<file path="src/include/ddc_pkg.sv">
// shared constants for the memory command decoder
package ddc_pkg;
    localparam int ADDR_W       = 19;
    localparam int MODE_W       = 18;
    localparam int BANKS        = 8;
    localparam int BANK_W       = 3;
    localparam int LANES        = 4;
    localparam int LAT_W        = 4;
    // mode register field positions
    localparam int MR_CFG_LO    = 0;
    localparam int MR_CFG_HI    = 2;
    localparam int MR_BL_LO     = 3;
    localparam int MR_BL_HI     = 4;
    localparam int MR_AMUX      = 5;
    localparam int MR_DLL       = 7;
    localparam logic [MODE_W-1:0] MODE_RESET = 18'h00000;
    // burst length encodings of bits 4:3
    localparam logic [1:0] BL2_CODE = 2'h0;
    localparam logic [1:0] BL4_CODE = 2'h1;
    localparam logic [1:0] BL8_CODE = 2'h2;
    typedef enum logic [2:0] {
        CMD_NOOP,
        CMD_MODE,
        CMD_READ,
        CMD_WRITE,
        CMD_REFRESH,
        CMD_BAD
    } ddc_cmd_e;
endpackage

</file>
<file path="src/ddc_bank_timer.sv">
// busy timer for one bank, held for the row cycle time after a command
`timescale 1ns/10ps
`default_nettype none
module ddc_bank_timer
    import ddc_pkg::*;
(
    input  wire logic             clock,
    input  wire logic             nrst,
    input  wire logic             start,
    input  wire logic [LAT_W-1:0] cycles,
    output logic                  busy
);
    logic [LAT_W-1:0] count_reg;
    logic [LAT_W-1:0] count_next;

    assign count_next = start ? cycles - 4'h1 :
                        (count_reg != 4'h0) ? count_reg - 4'h1 : 4'h0;
    assign busy = (count_reg != 4'h0);

    always_ff @(posedge clock or negedge nrst) begin
        if (!nrst) begin
            count_reg <= 4'h0;
        end else begin
            count_reg <= count_next;
        end
    end
endmodule // ddc_bank_timer
`default_nettype wire

</file>
<file path="src/ddc_decoder.sv">
// command decoder, mode register and bank busy tracking
// Contract
// capture inputs once on rising clock
// controller sends only five legal encodings
// chip select high means deselected noop
// deselected cycles accept no command
// all strobes low loads mode register
// mode load uses only low eighteen bits
// mode load only when banks idle
// wait mode cycle time after load
// read strobes start burst read
// write strobes start burst write
// write mask high leaves lanes unwritten
// refresh uses internal counter, ignores address
// each bank refresh needs own command
// burst length change invalidates contents
// bits 3,4 select burst 2/4/8
// write latency equals read latency plus one
// bit 5 enables two-clock address mux
// wait 1024 cycles after dll enable
// bank busy until row cycle time
// flag illegal strobes and busy mode load
`timescale 1ns/10ps
`default_nettype none
module ddc_decoder
    import ddc_pkg::*;
(
    input  wire logic                  clock,
    input  wire logic                  nrst,
    input  wire logic                  chip_sel_n,
    input  wire logic                  write_en_n,
    input  wire logic                  refresh_n,
    input  wire logic [BANK_W-1:0]     bank_sel,
    input  wire logic [ADDR_W-1:0]     addr_bus,
    input  wire logic [LANES-1:0]      write_mask,
    output logic [MODE_W-1:0]          mode_value,
    output logic                       read_start,
    output logic                       write_start,
    output logic                       refresh_start,
    output logic [BANK_W-1:0]          op_bank,
    output logic [ADDR_W-1:0]          op_addr,
    output logic [LANES-1:0]           lane_write_en,
    output logic [3:0]                 burst_beats,
    output logic [LAT_W-1:0]           read_latency,
    output logic [LAT_W-1:0]           write_latency,
    output logic                       addr_mux_enable,
    output logic                       dll_enable_bit,
    output logic [BANKS-1:0]           bank_busy,
    output logic                       protocol_error
);
    logic                  cs_s1_reg, cs_s2_reg, we_s1_reg, we_s2_reg, rf_s1_reg, rf_s2_reg;
    logic [BANK_W-1:0]     ba_s1_reg, ba_s2_reg;
    logic [ADDR_W-1:0]     ad_s1_reg, ad_s2_reg;
    logic [LANES-1:0]      dm_s1_reg, dm_s2_reg;
    logic [MODE_W-1:0]     mode_reg;
    logic                  second_half_reg;
    logic                  rd_reg, wr_reg, rf_reg, err_reg;
    logic [BANK_W-1:0]     bank_reg;
    logic [ADDR_W-1:0]     addr_reg;
    logic [LANES-1:0]      lane_reg;
    ddc_cmd_e              cmd;
    logic [LAT_W-1:0]      trc_cycles;
    logic [2:0]            cfg;
    logic [1:0]            bl_code;
    logic                  is_mode;
    logic                  is_read;
    logic                  is_write;
    logic                  is_refresh;
    logic                  is_access;
    logic                  mux_hold;
    logic                  err_next;
    logic [BANKS-1:0]      bank_start;

    // pins are synchronised before decode; one command per rising edge
    always_ff @(posedge clock or negedge nrst) begin
        if (!nrst) begin
            cs_s1_reg <= 1'b1;
            cs_s2_reg <= 1'b1;
            we_s1_reg <= 1'b1;
            we_s2_reg <= 1'b1;
            rf_s1_reg <= 1'b1;
            rf_s2_reg <= 1'b1;
        end else begin
            cs_s1_reg <= chip_sel_n;
            cs_s2_reg <= cs_s1_reg;
            we_s1_reg <= write_en_n;
            we_s2_reg <= we_s1_reg;
            rf_s1_reg <= refresh_n;
            rf_s2_reg <= rf_s1_reg;
        end
    end

    // bank, address and mask take the same two stages as the strobes
    always_ff @(posedge clock or negedge nrst) begin
        if (!nrst) begin
            ba_s1_reg <= 3'h0;
            ba_s2_reg <= 3'h0;
            ad_s1_reg <= 19'h00000;
            ad_s2_reg <= 19'h00000;
            dm_s1_reg <= 4'hF;
            dm_s2_reg <= 4'hF;
        end else begin
            ba_s1_reg <= bank_sel;
            ba_s2_reg <= ba_s1_reg;
            ad_s1_reg <= addr_bus;
            ad_s2_reg <= ad_s1_reg;
            dm_s1_reg <= write_mask;
            dm_s2_reg <= dm_s1_reg;
        end
    end

    // decode; second half of a multiplexed address is not a command
    always_comb begin
        if (cs_s2_reg || second_half_reg) begin
            cmd = CMD_NOOP; // see R3
        end else begin
            case ({we_s2_reg, rf_s2_reg})
                2'b00:   cmd = CMD_MODE;
                2'b11:   cmd = CMD_READ;
                2'b01:   cmd = CMD_WRITE;
                2'b10:   cmd = CMD_REFRESH;
                default: cmd = CMD_BAD;
            endcase
        end
    end

    assign cfg     = mode_reg[MR_CFG_HI:MR_CFG_LO];
    assign bl_code = mode_reg[MR_BL_HI:MR_BL_LO];
    // latency configs 0..4 map to 4,6,8,3,5 cycles; others fall to config 0
    assign read_latency = (cfg == 3'h1) ? 4'h6 :
                          (cfg == 3'h2) ? 4'h8 :
                          (cfg == 3'h3) ? 4'h3 :
                          (cfg == 3'h4) ? 4'h5 : 4'h4;
    assign write_latency   = read_latency + 4'h1;
    assign trc_cycles      = read_latency;
    assign burst_beats     = (bl_code == BL4_CODE) ? 4'h4 :
                             (bl_code == BL8_CODE) ? 4'h8 : 4'h2;
    assign addr_mux_enable = mode_reg[MR_AMUX];
    assign dll_enable_bit  = mode_reg[MR_DLL];
    assign mode_value      = mode_reg;

    // one-hot views of the decoded command
    assign is_mode    = (cmd == CMD_MODE);
    assign is_read    = (cmd == CMD_READ);
    assign is_write   = (cmd == CMD_WRITE);
    assign is_refresh = (cmd == CMD_REFRESH);
    assign is_access  = is_read || is_write || is_refresh;
    // these commands carry a second address half when multiplexing is on
    assign mux_hold   = addr_mux_enable && (is_mode || is_read || is_write);
    // a mode load while any bank still runs its row cycle is a protocol slip
    assign err_next   = (cmd == CMD_BAD) || (is_mode && bank_busy != 8'h00);

    // one busy timer per bank, started by any access to that bank
    genvar b;
    generate
        for (b = 0; b < BANKS; b++) begin : g_bank
            assign bank_start[b] = is_access && (ba_s2_reg == BANK_W'(b));
            ddc_bank_timer u_timer (
                .clock  (clock),
                .nrst   (nrst),
                .start  (bank_start[b]),
                .cycles (trc_cycles),
                .busy   (bank_busy[b])
            );
        end
    endgenerate

    // mode register and the second-half marker for multiplexed addressing
    always_ff @(posedge clock or negedge nrst) begin
        if (!nrst) begin
            mode_reg        <= MODE_RESET;
            second_half_reg <= 1'b0;
        end else begin
            if (is_mode) begin
                mode_reg <= ad_s2_reg[MODE_W-1:0]; // see R5
            end
            second_half_reg <= mux_hold;
        end
    end

    // one-cycle start pulses and the protocol error pulse
    always_ff @(posedge clock or negedge nrst) begin
        if (!nrst) begin
            rd_reg  <= 1'b0;
            wr_reg  <= 1'b0;
            rf_reg  <= 1'b0;
            err_reg <= 1'b0;
        end else begin
            rd_reg  <= is_read;
            wr_reg  <= is_write;
            rf_reg  <= is_refresh;
            err_reg <= err_next;
        end
    end

    // operation target, held until the next command that names one
    always_ff @(posedge clock or negedge nrst) begin
        if (!nrst) begin
            bank_reg <= 3'h0;
            addr_reg <= 19'h00000;
        end else begin
            if (is_access) begin
                bank_reg <= ba_s2_reg;
            end
            if (is_read || is_write) begin
                addr_reg <= ad_s2_reg; // refresh leaves address untouched
            end
        end
    end

    // lane enables follow the mask every cycle; only writes act on them
    always_ff @(posedge clock or negedge nrst) begin
        if (!nrst) begin
            lane_reg <= 4'h0;
        end else begin
            lane_reg <= ~dm_s2_reg;
        end
    end

    // registered state straight to the ports
    assign read_start     = rd_reg;
    assign write_start    = wr_reg;
    assign refresh_start  = rf_reg;
    assign op_bank        = bank_reg;
    assign op_addr        = addr_reg;
    assign lane_write_en  = lane_reg;
    assign protocol_error = err_reg;
endmodule // ddc_decoder
`default_nettype wire

</file>
<file path="config.mk">
export PLATFORM = sky130hd
export DESIGN_NAME = ddc_decoder
export DESIGN_NICKNAME = d
export VERILOG_FILES = /design/src/include/ddc_pkg.sv /design/src/ddc_bank_timer.sv /design/src/ddc_decoder.sv
export SDC_FILE = /design/constraint.sdc
export NUM_CORES = 1
export LEC_CHECK = 0
export BUFFER_PORTS_ARGS = -buffer_cell sky130_fd_sc_hd__buf_4
export CAP_MARGIN = 10
export CORE_ASPECT_RATIO = 0.6
export CORE_MARGIN = 2
export CORE_UTILIZATION = 40
export DETAILED_ROUTE_END_ITERATION = 10
export PLACE_DENSITY = 0.67
export REMOVE_ABC_BUFFERS = 1
export SETUP_SLACK_MARGIN = 0.2
export SLEW_MARGIN = 10
export SYNTH_ARGS = -nofsm -noshare
export SYNTH_HDL_FRONTEND = slang
export SYNTH_SLANG_ARGS = --single-unit
</file>
<file path="constraint.sdc">
create_clock -name clock -period 2.4 [get_ports clock]
set_input_delay 0.36 -clock clock [delete_from_list [all_inputs] [get_ports clock]]
set_output_delay 0.36 -clock clock [all_outputs]
set_load 0.01 [all_outputs]
</file>
==> results.md <==
- Status: completed
- IO Pins: ~100
- VDD IR max: roughly 0.00061 V
- Clock Latency Late Sink: roughly 0.4 ns
- Core ar.: roughly 13000 sq um
- Total power: about 6.8 mW
- First-pass GRT wire length: 16200 um
- Die width: 151 um
- Register area share after synthesis: between 60% and 70%
- CP arrival: about 1.7 ns
- Prevailing post-synth register cell: dfrtp_1
- CTS clock-pin slew for the worst setup and hold paths: approximately 0.06 ns
- Initial antenna violation count: 0
- Synth-to-Final Area Change: 28.4%
- Synth Instances: between 300 and 400
- Mapped cell area: a little over 5000 sq um
- Die area: ~14000 sq um
- Synth Area per Inst: around 15 sq um
- Clock Path Buffers: 2
- Critical path required time: slightly above 2 ns
- # clock sinks: about 140
- Final setup fails: 0
- Port bufs: just under 100
- Via count: 3062
- Largest family of logic cells by synthesized area: multiplexers
- Share of cells above drive strength 1: between 40% and 50%
- Vias in the first global route: around 3100
- Max_cap viols: 0
- Setup TNS: 0 ns
- Slew Limit Fails: 0
- NumNets Final: approximately 500
- Post-synthesis compound-gate area fraction: under 10%
- CP Capture Type: output pin
- Post-synthesis mux area share: about an eighth
- Num CTS Buffers: 17
- CP Launch Type: flip-flop
- RSZ-0062 raised after global routing: yes
- Worst min path class: input pin to flip-flop
- Drt via density: between 4 and 5
- Final Non-Filler Cells: approximately 640
- Layout Skew: between 0.009 and 0.01 ns
- Register-to-register setup slack: just under 0.6 ns
- DRT antenna net count: 0
- Routed wire length: 9760 um
- Fraction of registers with async set or reset after synthesis: 100%
- First-pass DRT Iterations: 4
- Worst slew pin tran: slightly below 0.6 ns
- Final Cycle Share: 86.8%
- Starting DRC count in detailed routing: 97
- Leakage: between 3 and 4 nW
- # diodes: 0
- PwrDens: about 1000 nW/um^2
- Largest fanout on the critical path: 5
- Chip height: roughly 90 um
- Inst Count DP: approximately 610
- Fillcell total: between 1000 and 1500
- Core Util, Final: 52.2%
- Starting Density: 40.6%
- Routed length per instance: ~15 um
- CTS tree: yes
- Post-DP HPWL: slightly below 7000 um
- Root Driver: clkbuf_16
- Grt ovf: 0
- Number of flops mapped to enable cells by yosys: 0
- Critical path class: flip-flop to output pin
- Final hold vios: 0
- Row count: 32
- Fmax: around 480 MHz
- Distinct cell type count of the synthesized netlist: 42
- Slew headroom: approximately three fifths
- Synth Area in Simple Gates: 10.7%
- Adder-cell share of the synthesized area: less than 1%
- Yosys warnings: 0
- Post-synthesis xor/xnor area fraction: 0.337%
- GRT Overall Usage: 15.6%
- Worst hold margin: roughly 0.061 ns
- RePlAce Congestion: just over 0.7
- Min cycle time layout: approximately 2.1 ns
- H-tree levels: 4
- Largest net degree at the start of global routing: 60
- Synthesized flop and latch total: between 100 and 150
- DRC errors left: 0
- Max reg flops: 32
## worst paths after layout
kind / cells after the start / end / startpoint
worst max-delay path: 5 / write_latency[1] / mode_value[1]$_DFFE_PN0P_
worst min-delay path: 1 / ad_s1_reg[8]$_DFF_PN0_ / addr_bus[8]
worst max register to register: 3 / g_bank[4].u_timer.count_reg[0]$_DFF_PN0_ / we_s2_reg$_DFF_PN1_
worst min register to register: 0 / ad_s2_reg[9]$_DFF_PN0_ / ad_s1_reg[9]$_DFF_PN0_
max in group asynchronous: 3 / dm_s2_reg[1]$_DFF_PN1_ / nrst
min in group asynchronous: 2 / ba_s1_reg[1]$_DFF_PN0_ / nrst
## routing by layer
| metal | share of wire, % | global-route usage, % | vias up |
|---|---|---|---|
| li1 | - | - | 1439 |
| met1 | 48 | 21.7 | 1556 |
| met2 | 46 | 23.1 | 65 |
| met3 | 5.0 | 5.32 | 2 |
| met4 | 0.35 | 4.52 | 0 |
| met5 | 0 | 0 | - |
## cell type report
class / instances / area (sq um) / area share [%]
Inverter: 10 / 37.5 / 0.563
Tap cell: 170 / 213 / 3.19
Clock buffer: 18 / 429 / 6.44
Multi-Input combinational cell: 182 / 1530 / 23.0
Clock inverter: 14 / 113 / 1.69
Timing Repair Buffer: 110 / 845 / 12.7
Sequential cell: 139 / 3500 / 52.4
## synth_stat cells (all sizes together) (2+ instances only)
cell    count  area [sq um]
dfrtp     125          3130
mux2       46           529
nor2       19          90.1
buf        18           128
mux2i      16           160
dfstp      14           368
o21a       11          82.6
inv        10          37.5
nor2b      10          62.6
a21oi       9          45.0
nand2       9          33.8
nor4b       8           115
or2         7          43.8
or4         6          63.8
o21ai       5          25.0
ha          4          50.1
nand4       4          25.0
and3b       3          26.3
nor3        3          15.0
nor4        3          18.8
o21bai      3          22.5
and2        2          12.5
and3        2          12.5
clkbuf      2          7.51
nand2b      2          12.5
nand3       2          10.0
o211a       2          20.0
## logic make-up after synthesis
logic type	count (synthesis)
DFF	139
and+or+nand+nor	82
muxes	62
AOI/OAI and AO/OA	31
buffers and inverters	30
adders and majority gates	4
xor gates and xnor gates	2
other	1
## worst max-delay path, stage by stage, from the launching register on
cell     delay, ns
dfrtp_1       0.43
nor3b_1       0.25
a21oi_2       0.06
buf_4         0.14
ha_1          0.29
buf_4         0.15
## layout by cell type, fill, tap and decap left out, types with 3 or more instances in the layout
master / netlist / final
clkinv_2: 0 / 3
ha_1: 4 / 4
or2_2: 5 / 5
mux2_2: 43 / 43
o21a_1: 11 / 11
dfrtp_1: 125 / 124
o21bai_1: 3 / 3
nor4_1: 3 / 3
buf_4: 13 / 107
nor2_1: 17 / 17
clkbuf_16: 0 / 17
inv_6: 0 / 5
a21oi_1: 9 / 8
nand2_1: 9 / 9
nor4b_4: 3 / 3
and3b_1: 3 / 3
nor4b_1: 5 / 5
or4_4: 5 / 5
o21ai_0: 5 / 5
clkinv_4: 0 / 4
nand4_1: 4 / 4
nor2b_1: 10 / 9
nor3_1: 3 / 3
mux2i_1: 16 / 16
dfstp_2: 14 / 14
inv_1: 10 / 10
mux2_4: 3 / 3
## per-stage QoR
stage / cell area [sq um] / worst slack [ns]
after floorplan: 5060 / 0.154
after global placement: 6100 / 0.631
after detailed placement: 6100 / 0.526
after CTS: 6660 / 0.240
after global routing: 6670 / 0.188
final: 6670 / 0.316
## repair_timing
action / CTS / global route
hold buffers: 1 / 0
setup buffers: 1 / 0
hold endpoints to repair: 46 / 0
endpoints found under the setup margin: 2 / 2
resized for setup: 2 / 2
## report_power, final
group	internal, mW	leakage [nW]	switching, mW
combinational	0.838	1.24	0.695
clock	1.34	0.268	1.03
sequential	2.64	1.68	0.229
Note: power is estimated with default switching activity, not from simulation.
